<file path="config.mk">
export PLATFORM = sky130hd
export DESIGN_NAME = cc_attach_detect_logic
export DESIGN_NICKNAME = d
export VERILOG_FILES = /design/src/hdl/cc_attach_detect_logic.v /design/src/hdl/sync_bits.v
export VERILOG_INCLUDE_DIRS = /design/src /design/src/hdl
export SDC_FILE = /design/constraint.sdc
export NUM_CORES = 1
export LEC_CHECK = 0
export ABC_AREA = 1
export BUFFER_PORTS_ARGS = -buffer_cell sky130_fd_sc_hd__buf_2
export CORE_ASPECT_RATIO = 1.25
export CORE_MARGIN = 4
export CORE_UTILIZATION = 34
export DETAILED_ROUTE_END_ITERATION = 10
export GPL_TIMING_DRIVEN = 0
export MAX_ROUTING_LAYER = met4
export PLACE_DENSITY_LB_ADDON = 0.25
export REMOVE_ABC_BUFFERS = 1
export SYNTH_ARGS = -nofsm -noshare
export SYNTH_HDL_FRONTEND = slang
export SYNTH_HIERARCHICAL = 1
export SYNTH_SLANG_ARGS = --single-unit
</file>
<file path="constraint.sdc">
create_clock -name clk -period 1.95 [get_ports clk]
set_clock_uncertainty 0.15 [all_clocks]
set_input_delay 0.39 -clock clk [delete_from_list [all_inputs] [get_ports clk]]
set_output_delay 0.39 -clock clk [all_outputs]
set_load 0.03 [all_outputs]
</file>
<file path="src/hdl/cc_attach_defs.vh">
// Behaviour
// - Register mode: interrupt pin low while pending
// - Pin mode: audio pin low on audio accessory, host phase only (host or dual role)
// - Pin mode: current pins 00 high, 10 medium
// - Host role: identification pin low on sink
// - Chip disable high: hibernate, registers lost
// - Role from role pin, register write overrides
// - Pin mode: role follows role pin; a register write holds for one cycle at most
// - Host advertises default, medium, high; default first
// - Watch both lines, report sink or cable
// - Cable-attached bit cleared without connection
// - Attach, detach, current change raise interrupt
// - Device role: classify host current into register
// - Pin mode: current shown on current pins
// - Report which line carries the connection
// - Report line terminations and accessory modes
// - Role field: 00 device, 01 host, 10 dual
// - Current select: 00 default, 01 medium, 10 high
// - Mask bit suppresses attach/detach interrupts
// - Register mode: role pin sampled once only
`ifndef CC_ATTACH_DEFS_VH
`define CC_ATTACH_DEFS_VH

// ************************************************************
// Register indices (byte address is four times the index)
// ************************************************************
`define IDX_VERSION   6'h01
`define IDX_CONTROL   6'h02
`define IDX_INTSTAT   6'h03
`define IDX_CCSTAT    6'h04
`define IDX_TERMSTAT  6'h05

// ************************************************************
// Control register fields and reset values
// ************************************************************
`define CTL_MASK_BIT  0
`define CTL_ROLE_LSB  1
`define CTL_RPSEL_LSB 3
`define RPSEL_RESET   2'h0
`define MASK_RESET    1'h0

// ************************************************************
// Interrupt status fields
// ************************************************************
`define INT_ATTACH_BIT 0
`define INT_DETACH_BIT 1
`define INT_CURCHG_BIT 2

// ************************************************************
// Encodings
// ************************************************************
`define ROLE_DEVICE   2'h0
`define ROLE_HOST     2'h1
`define ROLE_DUAL     2'h2
`define ROLE_RSVD     2'h3
`define CUR_DEFAULT   2'h0
`define CUR_MEDIUM    2'h1
`define CUR_HIGH      2'h2
`define CUR_RSVD      2'h3
`define TERM_OPEN     3'h0
`define TERM_RA       3'h1
`define TERM_RD       3'h2
`define TERM_RPDEF    3'h3
`define TERM_RPMED    3'h4
`define TERM_RPHIGH   3'h5
`define LEVEL_LOW     2'h0
`define LEVEL_MID     2'h1
`define LEVEL_HIGH    2'h2
`define PARTNER_NONE  2'h0
`define PARTNER_SINK  2'h1
`define PARTNER_SRC   2'h2
`define PARTNER_ACC   2'h3

// ************************************************************
// Timing
// ************************************************************
`define CLK_PERIOD_NS 20
`define DRP_HALF_NS   35000000
`define STRAP_SETTLE  2'h3

`endif

</file>
<file path="src/hdl/cc_attach_detect_logic.v">
`timescale 1ns/1ps
`include "cc_attach_defs.vh"
module cc_attach_detect_logic #(
  parameter       VERSION_CODE    = 5'h0A,  // Arbitrary value
  parameter       VENDOR_CODE     = 3'h5,   // Arbitrary value
  parameter       CNT_W           = 21,
  parameter       DRP_HALF_CYCLES = `DRP_HALF_NS / `CLK_PERIOD_NS
) (
  input  wire        clk,
  input  wire        arst_n,
  input  wire        psel,
  input  wire        penable,
  input  wire        pwrite,
  input  wire [7:0]  paddr,
  input  wire [31:0] pwdata,
  output reg  [31:0] prdata,
  output reg         pready,
  output reg         pslverr,
  input  wire [2:0]  cc1Term,
  input  wire [2:0]  cc2Term,
  input  wire [1:0]  rolePinLevel,
  input  wire [1:0]  addrStrapLevel,
  input  wire        chip_disable_in,
  output reg         rpPresent,
  output reg         rdPresent,
  output reg  [1:0]  rpSelect,
  output reg         ccOrientation,
  output reg         connectDetect,
  output wire        interrupt_out_n,
  output reg         interruptOe_n,
  output wire        audio_detect_out_n,
  output reg         audioDetectOe_n,
  output wire        current_level_out_bit0,
  output reg         currentBit0Oe_n,
  output wire        current_level_out_bit1,
  output reg         currentBit1Oe_n,
  output wire        host_attach_indicator_n,
  output reg         hostAttachOe_n
);

  // ************************************************************
  // Local constants
  // ************************************************************
  localparam [7:0]       ADDR_VERSION  = {`IDX_VERSION, 2'b00};
  localparam [7:0]       ADDR_CONTROL  = {`IDX_CONTROL, 2'b00};
  localparam [7:0]       ADDR_INTSTAT  = {`IDX_INTSTAT, 2'b00};
  localparam [7:0]       ADDR_CCSTAT   = {`IDX_CCSTAT, 2'b00};
  localparam [7:0]       ADDR_TERMSTAT = {`IDX_TERMSTAT, 2'b00};
  localparam [CNT_W-1:0] DRP_LAST      = DRP_HALF_CYCLES[CNT_W-1:0] - 1'b1;

  // ************************************************************
  // Synchronised pin levels
  // ************************************************************
  wire [10:0] syncOut;
  wire [2:0]  term1     = syncOut[2:0];
  wire [2:0]  term2     = syncOut[5:3];
  wire [1:0]  rolePin   = syncOut[7:6];
  wire [1:0]  addrStrap = syncOut[9:8];
  wire        hibernate = syncOut[10];

  reg         odLow;

  sync_bits #(
    .WIDTH (11)
  ) u_sync (
    .clk    (clk),
    .arst_n (arst_n),
    .din    ({chip_disable_in, addrStrapLevel, rolePinLevel, cc2Term, cc1Term}),
    .dout   (syncOut)
  );

  assign interrupt_out_n         = odLow;
  assign audio_detect_out_n      = odLow;
  assign current_level_out_bit0  = odLow;
  assign current_level_out_bit1  = odLow;
  assign host_attach_indicator_n = odLow;

  // ************************************************************
  // APB access decode
  // ************************************************************
  wire accessEdge = psel && penable && pready;
  wire writeEdge  = accessEdge && pwrite;
  wire readEdge   = accessEdge && !pwrite;

  // ************************************************************
  // Strap capture and role selection
  // ************************************************************
  reg  [1:0] strapCnt;
  reg        strapDone;
  reg        regMode;
  reg  [1:0] role;
  reg  [1:0] rpSel;
  reg        intMask;
  reg  [1:0] pinRole;

  always @* begin
    case (rolePin)
      `LEVEL_LOW:  pinRole = `ROLE_DEVICE;
      `LEVEL_HIGH: pinRole = `ROLE_HOST;
      default:     pinRole = `ROLE_DUAL;
    endcase
  end

  wire [1:0] wrRole  = pwdata[`CTL_ROLE_LSB+1:`CTL_ROLE_LSB];
  wire [1:0] wrRpSel = pwdata[`CTL_RPSEL_LSB+1:`CTL_RPSEL_LSB];
  wire       ctlWr   = writeEdge && (paddr == ADDR_CONTROL);

  always @(posedge clk or negedge arst_n) begin
    if (!arst_n) begin
      strapCnt  <= 2'h0;
      strapDone <= 1'b0;
      regMode   <= 1'b0;
      role      <= `ROLE_DEVICE;
      rpSel     <= `RPSEL_RESET;
      intMask   <= `MASK_RESET;
    end else if (hibernate) begin
      strapCnt  <= 2'h0;
      strapDone <= 1'b0;
      regMode   <= 1'b0;
      role      <= `ROLE_DEVICE;
      rpSel     <= `RPSEL_RESET;
      intMask   <= `MASK_RESET;
    end else begin
      if (!strapDone) begin
        if (strapCnt == `STRAP_SETTLE) begin
          strapDone <= 1'b1;
          regMode   <= (addrStrap != `LEVEL_MID);
          role      <= pinRole;
        end else begin
          strapCnt <= strapCnt + 2'h1;
        end
      end else if (!regMode && (pinRole != role)) begin
        role <= pinRole;
      end else if (ctlWr && (wrRole != `ROLE_RSVD)) begin
        role <= wrRole;
      end
      if (ctlWr) begin
        intMask <= pwdata[`CTL_MASK_BIT];
        if (wrRpSel != `CUR_RSVD) begin
          rpSel <= wrRpSel;
        end
      end
    end
  end

  // ************************************************************
  // Presentation: host, device or toggling dual role
  // ************************************************************
  reg             attached;
  reg             hostPhase;
  reg [CNT_W-1:0] drpCnt;

  always @(posedge clk or negedge arst_n) begin
    if (!arst_n) begin
      hostPhase <= 1'b0;
      drpCnt    <= {CNT_W{1'b0}};
    end else if (hibernate || !strapDone) begin
      hostPhase <= 1'b0;
      drpCnt    <= {CNT_W{1'b0}};
    end else begin
      case (role)
        `ROLE_HOST: begin
          hostPhase <= 1'b1;
          drpCnt    <= {CNT_W{1'b0}};
        end
        `ROLE_DUAL: begin
          if (attached) begin
            drpCnt <= {CNT_W{1'b0}};
          end else if (drpCnt == DRP_LAST) begin
            drpCnt    <= {CNT_W{1'b0}};
            hostPhase <= !hostPhase;
          end else begin
            drpCnt <= drpCnt + {{(CNT_W-1){1'b0}}, 1'b1};
          end
        end
        default: begin
          hostPhase <= 1'b0;
          drpCnt    <= {CNT_W{1'b0}};
        end
      endcase
    end
  end

  // ************************************************************
  // Line classification
  // ************************************************************
  wire ra1 = (term1 == `TERM_RA);
  wire ra2 = (term2 == `TERM_RA);
  wire rd1 = (term1 == `TERM_RD);
  wire rd2 = (term2 == `TERM_RD);
  wire rp1 = (term1 >= `TERM_RPDEF) && (term1 <= `TERM_RPHIGH);
  wire rp2 = (term2 >= `TERM_RPDEF) && (term2 <= `TERM_RPHIGH);

  reg       attachNow;
  reg       orientNow;
  reg       audioNow;
  reg       debugNow;
  reg       cableNow;
  reg [1:0] partnerNow;
  reg [1:0] currentNow;
  reg [2:0] srcTerm;

  always @* begin
    attachNow  = 1'b0;
    orientNow  = 1'b0;
    audioNow   = 1'b0;
    debugNow   = 1'b0;
    cableNow   = 1'b0;
    partnerNow = `PARTNER_NONE;
    currentNow = `CUR_DEFAULT;
    srcTerm    = rp1 ? term1 : term2;
    if (strapDone && hostPhase) begin
      audioNow  = ra1 && ra2;
      debugNow  = rd1 && rd2;
      cableNow  = (ra1 && rd2) || (rd1 && ra2);
      attachNow = rd1 || rd2 || audioNow;
      orientNow = rd2 && !rd1;
      if (audioNow || debugNow) begin
        partnerNow = `PARTNER_ACC;
      end else if (attachNow) begin
        partnerNow = `PARTNER_SINK;
      end
    end else if (strapDone) begin
      debugNow  = rp1 && rp2;
      attachNow = rp1 || rp2;
      orientNow = rp2 && !rp1;
      partnerNow = debugNow ? `PARTNER_ACC : (attachNow ? `PARTNER_SRC : `PARTNER_NONE);
      case (srcTerm)
        `TERM_RPMED:  currentNow = `CUR_MEDIUM;
        `TERM_RPHIGH: currentNow = `CUR_HIGH;
        default:      currentNow = `CUR_DEFAULT;
      endcase
    end
  end

  // ************************************************************
  // Attach state and events
  // ************************************************************
  reg       orientation;
  reg       audioAcc;
  reg       debugAcc;
  reg       cablePowered;
  reg [1:0] partner;
  reg [1:0] currentDet;
  reg [2:0] termSeen1;
  reg [2:0] termSeen2;
  reg [2:0] intStat;

  wire evAttach = attachNow && !attached;
  wire evDetach = !attachNow && attached;
  wire evCurChg = attachNow && attached && !hostPhase && (currentNow != currentDet);
  wire intRead  = readEdge && (paddr == ADDR_INTSTAT);

  always @(posedge clk or negedge arst_n) begin
    if (!arst_n) begin
      attached     <= 1'b0;
      orientation  <= 1'b0;
      audioAcc     <= 1'b0;
      debugAcc     <= 1'b0;
      cablePowered <= 1'b0;
      partner      <= `PARTNER_NONE;
      currentDet   <= `CUR_DEFAULT;
      termSeen1    <= `TERM_OPEN;
      termSeen2    <= `TERM_OPEN;
      intStat      <= 3'h0;
    end else if (hibernate) begin
      attached     <= 1'b0;
      orientation  <= 1'b0;
      audioAcc     <= 1'b0;
      debugAcc     <= 1'b0;
      cablePowered <= 1'b0;
      partner      <= `PARTNER_NONE;
      currentDet   <= `CUR_DEFAULT;
      termSeen1    <= `TERM_OPEN;
      termSeen2    <= `TERM_OPEN;
      intStat      <= 3'h0;
    end else begin
      attached     <= attachNow;
      orientation  <= orientNow;
      audioAcc     <= audioNow;
      debugAcc     <= debugNow;
      cablePowered <= attachNow && cableNow;
      partner      <= partnerNow;
      currentDet   <= currentNow;
      termSeen1    <= term1;
      termSeen2    <= term2;
      // Read clears only the bits it reported; set wins
      intStat <= (intRead ? (intStat & ~prdata[2:0]) : intStat)
                 | {evCurChg, evDetach, evAttach};
    end
  end

  wire pending = intStat[`INT_CURCHG_BIT] || (!intMask && (intStat[`INT_ATTACH_BIT]
                 || intStat[`INT_DETACH_BIT]));

  // ************************************************************
  // Pin and front-end outputs
  // ************************************************************
  always @(posedge clk or negedge arst_n) begin
    if (!arst_n) begin
      odLow           <= 1'b0;
      rpPresent       <= 1'b0;
      rdPresent       <= 1'b1;
      rpSelect        <= `RPSEL_RESET;
      ccOrientation   <= 1'b0;
      connectDetect   <= 1'b0;
      interruptOe_n   <= 1'b1;
      audioDetectOe_n <= 1'b1;
      currentBit0Oe_n <= 1'b1;
      currentBit1Oe_n <= 1'b1;
      hostAttachOe_n  <= 1'b1;
    end else begin
      odLow           <= 1'b0;
      rpPresent       <= hostPhase && !hibernate;
      rdPresent       <= !hostPhase || hibernate;
      rpSelect        <= rpSel;
      ccOrientation   <= orientation;
      connectDetect   <= attached;
      interruptOe_n   <= !(regMode && pending);
      audioDetectOe_n <= !(!regMode && strapDone && audioAcc);
      hostAttachOe_n  <= !(hostPhase && !hibernate && attached
                           && (partner == `PARTNER_SINK));
      if (!regMode && strapDone && attached && (partner == `PARTNER_SRC)) begin
        // Bit1 driven only for high; both released for default
        currentBit0Oe_n <= (currentDet == `CUR_DEFAULT);
        currentBit1Oe_n <= (currentDet != `CUR_HIGH);
      end else begin
        currentBit0Oe_n <= 1'b1;
        currentBit1Oe_n <= 1'b1;
      end
    end
  end

  // ************************************************************
  // APB slave: one wait-free access cycle, registered answer
  // ************************************************************
  reg [31:0] next_prdata;
  reg        next_pslverr;

  always @* begin
    next_prdata  = 32'h00000000;
    next_pslverr = 1'b0;
    case (paddr)
      ADDR_VERSION:  next_prdata[7:0] = {VERSION_CODE, VENDOR_CODE};
      ADDR_CONTROL:  next_prdata[7:0] = {3'h0, rpSel, role, intMask};
      ADDR_INTSTAT:  next_prdata[7:0] = {5'h00, intStat};
      ADDR_CCSTAT:   next_prdata[7:0] = {hostPhase, cablePowered, currentDet,
                                         partner, orientation, attached};
      ADDR_TERMSTAT: next_prdata[7:0] = {debugAcc, audioAcc, termSeen2, termSeen1};
      default:       next_pslverr = 1'b1;
    endcase
  end

  always @(posedge clk or negedge arst_n) begin
    if (!arst_n) begin
      prdata  <= 32'h00000000;
      pready  <= 1'b0;
      pslverr <= 1'b0;
    end else begin
      pready  <= psel && !penable;
      pslverr <= psel && !penable && next_pslverr;
      if (psel && !penable && !pwrite) begin
        prdata <= next_prdata;
      end
    end
  end

endmodule // cc_attach_detect_logic

</file>
<file path="src/hdl/sync_bits.v">
`timescale 1ns/1ps
// ************************************************************
// Two-flop synchroniser for a group of pin levels
// ************************************************************
module sync_bits #(
  parameter WIDTH = 1
) (
  input  wire             clk,
  input  wire             arst_n,
  input  wire [WIDTH-1:0] din,
  output reg  [WIDTH-1:0] dout
);

  reg [WIDTH-1:0] stage1;

  always @(posedge clk or negedge arst_n) begin
    if (!arst_n) begin
      stage1 <= {WIDTH{1'b0}};
      dout   <= {WIDTH{1'b0}};
    end else begin
      stage1 <= din;
      dout   <= stage1;
    end
  end

endmodule // sync_bits

</file>
* Word-level counts from Yosys, hierarchy flattened *
Cells that the tools add are included.

storage, ports and cells
  flip-flop bits (word level) = 92
  input bits = 56
  output and inout port bits = 50
  word-level logic and storage cells = 203

operators by class
  add/subtract/negate cells = 2
  magnitude comparators = 4
  equal/unequal tests = 29
  multiplexer cells = 61
  bitwise gates (word level) = 3
  reduce and logical (&&, ||, !) cells = 71

operators with widths
  operator                                             count
  2-to-1 mux 21 bit                                    4
  2-to-1 mux 2 bit                                     20
  one-hot mux 8 bit (5 select lines)                   1
  logical AND 1 bit                                    36
  2-to-1 mux 1 bit                                     28
  adder 21 x 1 -> 21 bit, second input constant        1
  equality test 21 bit, second input constant          1
  equality test 8 x 4 -> 1 bit, second input constant  2
  equality test 8 x 5 -> 1 bit, second input constant  2
  2-to-1 mux 3 bit                                     5
  logical NOT 1 bit                                    14
  AND reduction 2 bit                                  5
  logical OR 1 bit                                     9
  equality test 2 bit, second input constant           4
  equality test 8 x 3 -> 1 bit, second input constant  1
  one-hot mux 2 bit (2 select lines)                   2
  equality test 3 x 1 -> 1 bit, second input constant  2
  equality test 3 x 2 -> 1 bit, second input constant  2
  equality test 3 bit, second input constant           2
  >= comparator 3 x 2 -> 1 bit, second input constant  2
  <= comparator 3 bit, second input constant           2
  != test 2 x 1 -> 1 bit, second input constant        3
  != test 2 bit, second input constant                 3
  != test 3 bit, second input constant                 2
  12 further kinds                                     17

* Longest topological paths before layout *
Gate-level depths: netlist of the first run.

  depth in word-level cells = 11
  depth in mapped cells = 11
  depth with buffers taken out = 11

* By module *
Netlist of the first run, hierarchy kept.

by module, submodules not included
  module                  times used  cells an instance  area each (um2)  seq. area each (um2)
  cc_attach_detect_logic  1           467                3752.3           1759.2
  sync_bits               1           22                 550.5            550.5

* Least setup slack after synthesis of the first run *
Ideal clock, no wire load.

  kind = register to register
  from = reg drpCnt[0]
  to = reg drpCnt[14]
  library setup time = 0.118 ns
  arrival time = 1.287 ns
  required time = 1.682 ns
  setup slack = 0.395 ns
  stages on the path, launching flop included = 10
  path buffers = 1
  period minus slack after synthesis = 1.555 ns
  path through = dfrtp_1 > ha_1 > nand2_1 > nor2_4 > nand3_1 > nor2_1 > nand2_1 > nand2_2 > buf_6 > nor2_1

between the ends
  word-level cells in the longest chain between the ends = 5
  elaborated cells on any way between the ends = 6
  classes of those cells = add/sub: 1; eq/ne: 1; mux: 4

RTL lines
  element                                                                RTL line                                                    RTL
  start, declared                                                        cc_attach_detect_logic.v:151                                reg [CNT_W-1:0] drpCnt;
  start signal, assigned                                                 cc_attach_detect_logic.v:156                                drpCnt <= {CNT_W{1'b0}};
  start signal, assigned                                                 cc_attach_detect_logic.v:159                                drpCnt <= {CNT_W{1'b0}};
  start signal, assigned                                                 cc_attach_detect_logic.v:164                                drpCnt <= {CNT_W{1'b0}};
  adder 21 x 1 -> 21 bit / equality test 21 bit (equally long branches)  cc_attach_detect_logic.v:173, cc_attach_detect_logic.v:169
  2-to-1 mux 21 bit *                                                    cc_attach_detect_logic.v:169                                end else if (drpCnt == DRP_LAST) begin
  2-to-1 mux 21 bit *                                                    cc_attach_detect_logic.v:167                                if (attached) begin
  2-to-1 mux 21 bit *                                                    cc_attach_detect_logic.v:161                                case (role)
  2-to-1 mux 21 bit *                                                    cc_attach_detect_logic.v:157                                end else if (hibernate || !strapDone) begin

Every way passes the cells marked *; elsewhere a longest branch is shown, timed or not.
A chain may end at the register's enable or synchronous reset.

* Final worst setup path of the first run *
  from = reg drpCnt[0]
  to = reg drpCnt[1]

Same word-level chain as after synthesis.

==> results of run 1 <==
==> placed cells by master, fill, tap and decap left out, drive strengths merged, types with 3 or more instances in the layout <==
cell         count
nor2            62
xor2             7
nor4             4
clkinv           5
nand4           11
a21oi           19
ha               4
buf             52
inv             59
dfrtp           86
xnor2            3
nand2          112
o21ai           21
nor3            15
dlygate4sd3      6
clkbuf          10
conb            29
nand3           39
dfstp            6
==> worst max path at each step <==
stage | startpoint | end | slack [ns] | cells past startpoint
2_1_floorplan | drpCnt[0] | drpCnt[13] | 0.30 | 10
3_3_place_gp | arst_n | drpCnt[16] | -0.51 | 1
4_1_cts | drpCnt[0] | drpCnt[13] | 0.02 | 10
3_5_place_dp | drpCnt[0] | drpCnt[13] | -0.05 | 10
6_report | drpCnt[0] | drpCnt[1] | 0.16 | 9
5_1_grt | drpCnt[0] | drpCnt[7] | 0.002 | 9
==> flip-flops by register name, summed over array words and instances (netlist names), 2 cells and up <==
register,cells
currentDet,2
termSeen2,3
rpSelect,2
partner,2
u_sync/stage1,11
drpCnt,21
strapCnt,2
intStat,3
prdata,8
u_sync/dout,11
rpSel,2
role,2
termSeen1,3
==> cell families (layout without fill, tap and decap cells) <==
kind of cell    Yosys count  count (layout)  share of synthesized area, %
compound gates           45              45                          5.67
xor+xnor                 10              10                          2.04
fa+ha+maj                 4               4                          1.16
buf+inv                  91             133                          10.7
flops                    92              92                          53.7
other cells               1              29                        0.0872
simple gates            246             246                          26.7
==> worst max-delay path: stages, from the launching register on <==
cell and delay, ns:
dfrtp_1 0.37, ha_1 0.17, nand2_1 0.10, nor2_4 0.15, nand3_1 0.11, nor2_2 0.13, nand2_1 0.10, nand2_4 0.14
buf_4 0.18, nor2_1 0.05
==> timing repair <==
| action | 4_1_cts | 5_1_grt |
|---|---|---|
| endpoints found under the hold margin | 36 | 0 |
| hold buffers | 6 | 0 |
| resized for setup | 2 | 2 |
| buffers inserted | 0 | 2 |
| endpoints found under the setup margin | 10 | 7 |
| pin swaps | 0 | 1 |
==> power by group <==
group	total [mW]	leakage, nW	switching, mW	internal (mW)
logic	0.422	1.06	0.299	0.123
registers	2.07	1.20	0.0749	2.00
clock network	1.69	0.147	0.701	0.993
total	4.19	2.41	1.07	3.11
==> through the flow <==
step                      setup slack [ns]  setup TNS (ns)  utilization [%]  std cells
after floorplan                      0.299               0                -        485
after global placement              -0.509          -43.54             37.6        698
after detailed placement           -0.0537          -0.119             37.9        699
after CTS                           0.0211               0             40.8        721
after global routing               0.00229               0             41.0        723
final                                0.160               0             41.0        723
==> routing by layer <==
layer,global-route usage (%),vias to the layer above,part of all wire [%]
met2,20.5,73,49
met1,15.2,1475,43
met3,3.18,19,4.9
met5,-,-,0
met4,6.18,0,3.3
li1,-,1637,-
==> cell type report <==
type / count / area, sq um / area share [%]
Inverter: 59 / 221 / 4.40
Sequential cell: 92 / 2310 / 45.9
Clock buffer: 10 / 229 / 4.55
Clock inverter: 6 / 62.6 / 1.24
Timing Repair Buffer: 58 / 350 / 6.96
Multi-Input combinational cell: 334 / 1650 / 32.8
Tap cell: 164 / 205 / 4.08
==> flow_metrics.py, run 1 <==
metrics = {
    "clock_tree": {
        "cts.clk_slew.worst_paths_ns": 0.07,
        "numClockSinks": 92,
        "cts_root_buffer": "clkbuf_16",
        "h-tree-depth": 3,
        "clkLatencyLatePin_ns": 0.34,
        "cts_tree": "yes",
        "cts_buffers": 9,
        "clockBufferDepth": 2,
    },
    "place": {
        "place.gp.congestion": 0.897,
        "numPortBuffers": 49,
        "dpl.hpwl_mm": 6.67,
        "place_area_sq_um": 4650,
    },
    "setup_path": {
        "critPathCaptureType": "flop",
        "r2r-end": "drpCnt[1]",
        "cp.arrival_ns": 1.86,
        "reg2reg_from": "drpCnt[0]",
        "worst_r2r_path_depth": 9,
        "crit_fanout": 9,
        "path_class": "flop to flop",
        "reg2reg_slack_ns": 0.16,
        "cp.required_ns": 2.02,
        "startpoint_type": "flop",
    },
    "worst_hold_path": {
        "hold_start": "addrStrapLevel[1]",
        "hold_path_depth": 1,
        "hold_class": "primary input to flop",
        "hold_end": "u_sync/stage1[9]",
    },
    "routing": {
        "route.detailed.drc": 0,
        "vias": 3204,
        "drtAntennaViolNets": 0,
        "drt-initial-drc-count": 83,
        "vias_per_cell": 4.43,
        "avgRoutedWirePerCell_um": 12.0,
        "wirelength_mm": 8.69,
        "first_pass_iters": 5,
    },
    "floorplanning": {
        "die_y_um": 134,
        "dieArea_sq_um": 14500,
        "die_w_um": 109,
        "rows": 45,
        "start_util_pct": 35.1,
        "core_sq_um": 12300,
        "num_io_pins": 106,
    },
    "power_and_ir_drop": {
        "p_leak_nw": 2.41,
        "power_density_nw_per_um2": 832,
        "totalPowerFinal_mw": 4.19,
        "peakVddDrop_v": 0.000397,
    },
    "sta": {
        "fmax_mhz": 559,
        "setup_viol": 0,
        "fin_hold_ws_ns": 0.0145,
        "finalHoldViolCount": 0,
        "period_share_pct": 91.8,
        "rsz0062_at_grt": "no",
        "fin_crit_ns": 1.79,
        "maxSlewViolCount": 0,
    },
    "cells_and_area": {
        "fillers": 1303,
        "postLayoutCellArea_sq_um": 5030,
        "fin_nets": 614,
        "drive_gt1_share_pct": 18.4,
        "area_growth_pct": 16.9,
        "antenna_cells": 0,
    },
    "synthesis": {
        "async_reset_ff_share_pct": 100,
        "syn_inst": 489,
        "ys_seq_elements": 92,
        "synth_common_cells": "nand2_1, dfrtp_1, inv_1, nor2_1, nand3_1",
        "synth.distinct_cells": 35,
        "synth_area_per_cell_sq_um": 8.80,
        "syn_area_sq_um": 4300,
        "yosys_warnings": 6,
        "synth.area.top_cells": "dfrtp_1, nand2_1, buf_4",
        "synth.most_common_cell": "nand2_1",
        "yosysSeqAreaShare_pct": 53.7,
        "yosysTopAreaCell": "dfrtp_1",
        "synth_edf_count": 0,
        "synth-main-ff-cell": "dfrtp_1",
        "yosys.area.top_type_share_pct": 50.0,
    },
    "global_routing": {
        "grt_pass1_wl_mm": 14.4,
        "grt_max_degree": 59,
        "grtUsageTotal_pct": 12.9,
        "grt_pass1_vias": 3117,
        "antenna_found_initial": 0,
        "gr-total-overflow": 0,
    },
    "run": {
        "drv_cap": 0,
    },
    "status": {
        "outcome": "finished clean",
    },
}
No activity file was read; power rests on OpenSTA's default activity.
==> run 2: changes to the inputs <==
- clock period: 1.95 -> 1.9 ns (I/O delays scaled with it)
==> run 2 against run 1 <==
Effect of this change:
- die area stayed put
- critical endpoint is now drpCnt[13]
- non-clock buffer count rose by 6
- total power up 2.8%
- final area rose by 1.4%
- fmax is 1.9% higher
- clock-buffer cell count stayed put
- sequential power is 2% higher
==> flow_metrics.py, run 2 (same netlist as run 1, synthesis figures left out) <==
metrics = {
    "cells_and_area": {
        "postLayoutCellArea_sq_um": 5100,
        "fillers": 1296,
        "fin_nets": 620,
        "fin_util_pct": 41.6,
        "largest_register_ffs": 21,
        "top_register": "drpCnt",
        "top_regs": "drpCnt: 21 flops, u_sync/dout: 11 flops, u_sync/stage1: 11 flops",
        "antenna_cells": 0,
        "layout_common_cells": "nand2_1, dfrtp_1, inv_1",
        "area_growth_pct": 18.6,
        "finalNonFillerCells": 729,
        "final_common_cell": "nand2_1",
        "drive_gt1_share_pct": 18.8,
    },
    "setup_path": {
        "critical_path.cell_chain": "ha_1 -> nand2_1 -> nor2_4 -> nand3_2 -> nor2_2 -> nand2_1 -> nand2_4 -> inv_2 -> o21ai_1 -> nor2_1",
        "critPathMostFrequentCell": "nand2_1",
        "r2r-end": "drpCnt[13]",
        "startpoint_type": "flop",
        "cpMaxStageDelayCell": "dfrtp_1",
        "cpPeakStageDelay_ns": 0.37,
        "critPathCaptureType": "flop",
        "cp.required_ns": 1.97,
        "crit_fanout": 7,
        "reg2reg_from": "drpCnt[0]",
        "path_class": "flop to flop",
        "cp.arrival_ns": 1.83,
        "worst_r2r_path_depth": 10,
        "reg2reg_slack_ns": 0.14,
    },
    "worst_hold_path": {
        "hold_path_depth": 1,
        "hold_end": "u_sync/stage1[5]",
        "hold_start": "cc2Term[2]",
        "hold_class": "primary input to flop",
    },
    "clock_tree": {
        "cts.clk_slew.worst_paths_ns": 0.07,
        "cts_tree": "yes",
        "cts_root_buffer": "clkbuf_16",
        "numClockSinks": 92,
        "clkLatencyLatePin_ns": 0.34,
        "cts_buffers": 9,
        "h-tree-depth": 3,
        "clockBufferDepth": 2,
    },
    "sta": {
        "finalHoldViolCount": 0,
        "period_share_pct": 92.4,
        "maxSlewViolCount": 0,
        "fmax_mhz": 569,
        "fin_hold_ws_ns": 0.0180,
        "setup_viol": 0,
        "rsz0062_at_grt": "yes",
        "setup_ws_ns": 0.143,
        "fin_crit_ns": 1.76,
        "fin_setup_tns_ns": 0,
    },
    "floorplanning": {
        "core_sq_um": 12300,
        "die_y_um": 134,
        "die_w_um": 109,
        "num_io_pins": 106,
        "rows": 45,
        "start_util_pct": 35.1,
        "dieArea_sq_um": 14500,
    },
    "global_routing": {
        "gr-total-overflow": 0,
        "grt_max_degree": 59,
        "grt_busiest_layer": "met2",
        "antenna_found_initial": 0,
        "grt_pass1_vias": 3142,
        "use_met1_pct": 15.1,
        "met2_usage_pct": 20.6,
        "grtUsageMet3_pct": 3.18,
        "grt_pass1_wl_mm": 14.5,
        "grtUsageTotal_pct": 12.9,
    },
    "routing": {
        "drt-initial-drc-count": 107,
        "route.detailed.drc": 0,
        "drtAntennaViolNets": 0,
        "vias": 3234,
        "avgRoutedWirePerCell_um": 12.0,
        "first_pass_iters": 4,
        "wirelength_mm": 8.76,
        "vias_per_cell": 4.44,
    },
    "place": {
        "place.gp.congestion": 0.897,
        "dpl.hpwl_mm": 6.67,
        "numPortBuffers": 49,
        "dpl_worst_slack_ns": -0.104,
        "dpl.cell_count": 699,
        "place_area_sq_um": 4650,
    },
    "run": {
        "drv_cap": 0,
    },
    "status": {
        "outcome": "finished clean",
    },
    "power_and_ir_drop": {
        "totalPowerFinal_mw": 4.30,
        "power_density_nw_per_um2": 843,
        "p_leak_nw": 2.43,
        "peakVddDrop_v": 0.000408,
    },
}
run 2: metal layers:
metal  vias to the layer above  wire length (um)
met4                         0               226
met1                      1490              3800
li1                       1652                 -
met3                        16               421
met2                        76              4310
met5                         -                 0
run 2: timing repair:
item                                    in CTS  in global routing
hold buffers                                11                  0
buffers inserted                             0                  3
pin swaps                                    0                  2
endpoints found under the setup margin      10                  7
endpoints found under the hold margin       41                  0
gates resized for setup                      2                  5
run 2: layout make-up:
class / count / area (sq um) / share of cell area, %
tap: 164 / 205 / 4.02
inverter: 59 / 221 / 4.34
timing repair buffer: 64 / 412 / 8.07
sequential: 92 / 2310 / 45.3
multi-input combinational: 334 / 1660 / 32.6
clock buffer: 10 / 229 / 4.49
clock inverter: 6 / 62.6 / 1.23
run 2: how the worst max path moves through the flow:
| stage | start | to | slack (ns) |
|---|---|---|---|
| 5_1_grt | drpCnt[0] | drpCnt[18] | -0.02 |
| 3_3_place_gp | arst_n | drpCnt[16] | -0.55 |
| 3_5_place_dp | drpCnt[0] | drpCnt[13] | -0.10 |
| 4_1_cts | drpCnt[0] | drpCnt[13] | -0.03 |
| 2_1_floorplan | drpCnt[0] | drpCnt[13] | 0.25 |
| 6_report | drpCnt[0] | drpCnt[13] | 0.14 |
run 2: report_power, final:
part	switching [mW]	internal [mW]
clock network	0.717	1.02
logic	0.308	0.133
registers	0.0769	2.05
total	1.10	3.20
run 2: worst max-delay path, delay by kind of cell (launching register included):
family,cells,cell delay (ns)
AOI/OAI and AO/OA,1,0.08
adders and majority gates,1,0.17
buffers and inverters,1,0.08
DFF,1,0.37
and+or+nand+nor,7,0.79
==> run 3: changes to the inputs <==
- CORE_ASPECT_RATIO: 1.25 -> default
==> run 3 against run 2 <==
Effect of this change:
- via count fell by 1.0%
- clock-buffer cell count unchanged
- worst hold slack improved by 0.055 ns
- sequential share of layout area is 0.19 points lower
- clock power is 3% higher
- worst setup slack improved by 0.0068 ns
- critical path type unchanged
- critical endpoint is now drpCnt[9]
- largest power group unchanged
- highest routed layer unchanged
==> flow_metrics.py, run 3 (same netlist as run 1, synthesis figures left out) <==
metrics = {
    "status": {
        "outcome": "finished clean",
    },
    "clock_tree": {
        "cts_root_buffer": "clkbuf_16",
        "numClockSinks": 92,
        "clkLatencyLatePin_ns": 0.34,
        "clockBufferDepth": 2,
        "h-tree-depth": 3,
        "cts.clk_slew.worst_paths_ns": 0.06,
        "cts_buffers": 9,
        "cts_tree": "yes",
    },
    "power_and_ir_drop": {
        "p_sw_share_pct": 25.8,
        "p_leak_nw": 2.44,
        "power_density_nw_per_um2": 851,
        "peakVddDrop_v": 0.000375,
        "pwr-share-comb_pct": 10.2,
        "p_int_mw": 3.23,
        "clkPwrFrac_pct": 41.0,
        "p_sw_mw": 1.13,
        "totalPowerFinal_mw": 4.36,
        "power.share.sequential_pct": 48.8,
    },
    "cells_and_area": {
        "layout_common_cells": "nand2_1, dfrtp_1, inv_1",
        "top_regs": "drpCnt: 21 flops, u_sync/dout: 11 flops, u_sync/stage1: 11 flops",
        "fillers": 1243,
        "top_register": "drpCnt",
        "postLayoutCellArea_sq_um": 5120,
        "largest_register_ffs": 21,
        "finalNonFillerCells": 735,
        "drive_gt1_share_pct": 18.9,
        "antenna_cells": 0,
        "fin_nets": 622,
        "area_growth_pct": 19.1,
        "final_common_cell": "nand2_1",
    },
    "routing": {
        "vias": 3201,
        "wirelength_mm": 8.86,
        "avgRoutedWirePerCell_um": 12.0,
        "vias_per_cell": 4.36,
        "drtAntennaViolNets": 0,
        "route.detailed.drc": 0,
        "drt-initial-drc-count": 137,
        "first_pass_iters": 4,
    },
    "sta": {
        "fin_crit_ns": 1.75,
        "fmax_mhz": 572,
        "finalHoldViolCount": 0,
        "maxSlewViolCount": 0,
        "setup_viol": 0,
        "period_share_pct": 92.1,
    },
    "setup_path": {
        "cp.required_ns": 2.00,
        "path_class": "flop to flop",
        "crit_fanout": 9,
        "cp.arrival_ns": 1.85,
        "critPathCaptureType": "flop",
        "startpoint_type": "flop",
    },
    "place": {
        "dpl.cell_count": 703,
        "numPortBuffers": 49,
        "place.gp.congestion": 0.839,
        "dpl.hpwl_mm": 6.70,
        "place_area_sq_um": 4660,
    },
    "global_routing": {
        "antenna_found_initial": 0,
        "grt_pass1_wl_mm": 14.7,
        "grtUsageTotal_pct": 13.1,
        "gr-total-overflow": 0,
        "grt_max_degree": 59,
        "grt_pass1_vias": 2980,
    },
    "floorplanning": {
        "die_w_um": 120,
        "core_sq_um": 12200,
        "rows": 40,
        "num_io_pins": 106,
        "die_y_um": 120,
        "start_util_pct": 35.2,
        "dieArea_sq_um": 14500,
    },
    "worst_hold_path": {
        "hold_class": "primary input to flop",
    },
    "run": {
        "drv_cap": 0,
    },
}
==> run 3: stage by stage <==
| step | setup slack, ns | setup TNS (ns) | hold WS, ns | util [%] |
|---|---|---|---|---|
| final | 0.150 | 0 | 0.0731 | 42.0 |
| after global routing | -0.00259 | -0.00259 | 0.0757 | 42.0 |
| after CTS | 0.0433 | 0 | 0.0639 | 41.6 |
| after detailed placement | -0.0482 | -0.239 | 0.185 | 38.1 |
| after global placement | -0.582 | -50.21 | 0.183 | 37.9 |
| after floorplan | 0.249 | 0 | -0.0656 | - |
==> run 3: cell type report <==
class                           count  area [sq um]  area share, %
Sequential cell                    92          2310           45.1
Clock buffer                       10           239           4.66
Timing Repair Buffer               66           425           8.30
Clock inverter                      6          63.8           1.25
Inverter                           59           221           4.32
Tap cell                          168           210           4.10
Multi-Input combinational cell    334          1650           32.3
==> run 3: power by group through the flow <==
stage	combinational (mW)	clock, mW	sequential, mW
floorplan	0.270	0	2.16
global placement	0.414	0	2.16
detailed placement	0.431	0	2.16
CTS	0.451	1.85	2.13
global route	0.512	1.92	2.14
finish	0.446	1.79	2.13
==> run 3: path summary, 6_finish.rpt <==
| path | start | cells past startpoint | endpoint | slack (ns) |
|---|---|---|---|---|
| setup / recovery | strapDone | 7 | drpCnt[9] | 0.15 |
| hold / removal | penable | 2 | pslverr | 0.07 |
| setup reg to reg | strapDone | 7 | drpCnt[9] | 0.15 |
| hold reg to reg | u_sync/stage1[3] | 0 | u_sync/dout[3] | 0.20 |
| max in group asynchronous | arst_n | 3 | interruptOe_n | 0.54 |
| min in group asynchronous | arst_n | 2 | drpCnt[15] | 0.39 |
==> run 3: what timing repair did <==
action / 4_1_cts / 5_1_grt
hold buffers: 12 / 0
gates resized for setup: 2 / 3
endpoints found under the setup margin: 10 / 7
pin swaps: 0 / 1
endpoints found under the hold margin: 45 / 0
buffers inserted: 0 / 4
==> run 3: critical path, cell delays in order (launching register included) <==
cell and delay, ns:
dfrtp_1 0.50, inv_2 0.14, nor2_4 0.18, nand2_1 0.11, nor2_2 0.13, nand2_4 0.11
buf_4 0.16, nor3b_1 0.17
==> run 3: routing by layer <==
layer  track usage, %  routed length, um
met5                -                  0
met4             5.31                160
met3             2.62                491
met2             18.7               3830
met1             18.3               4380
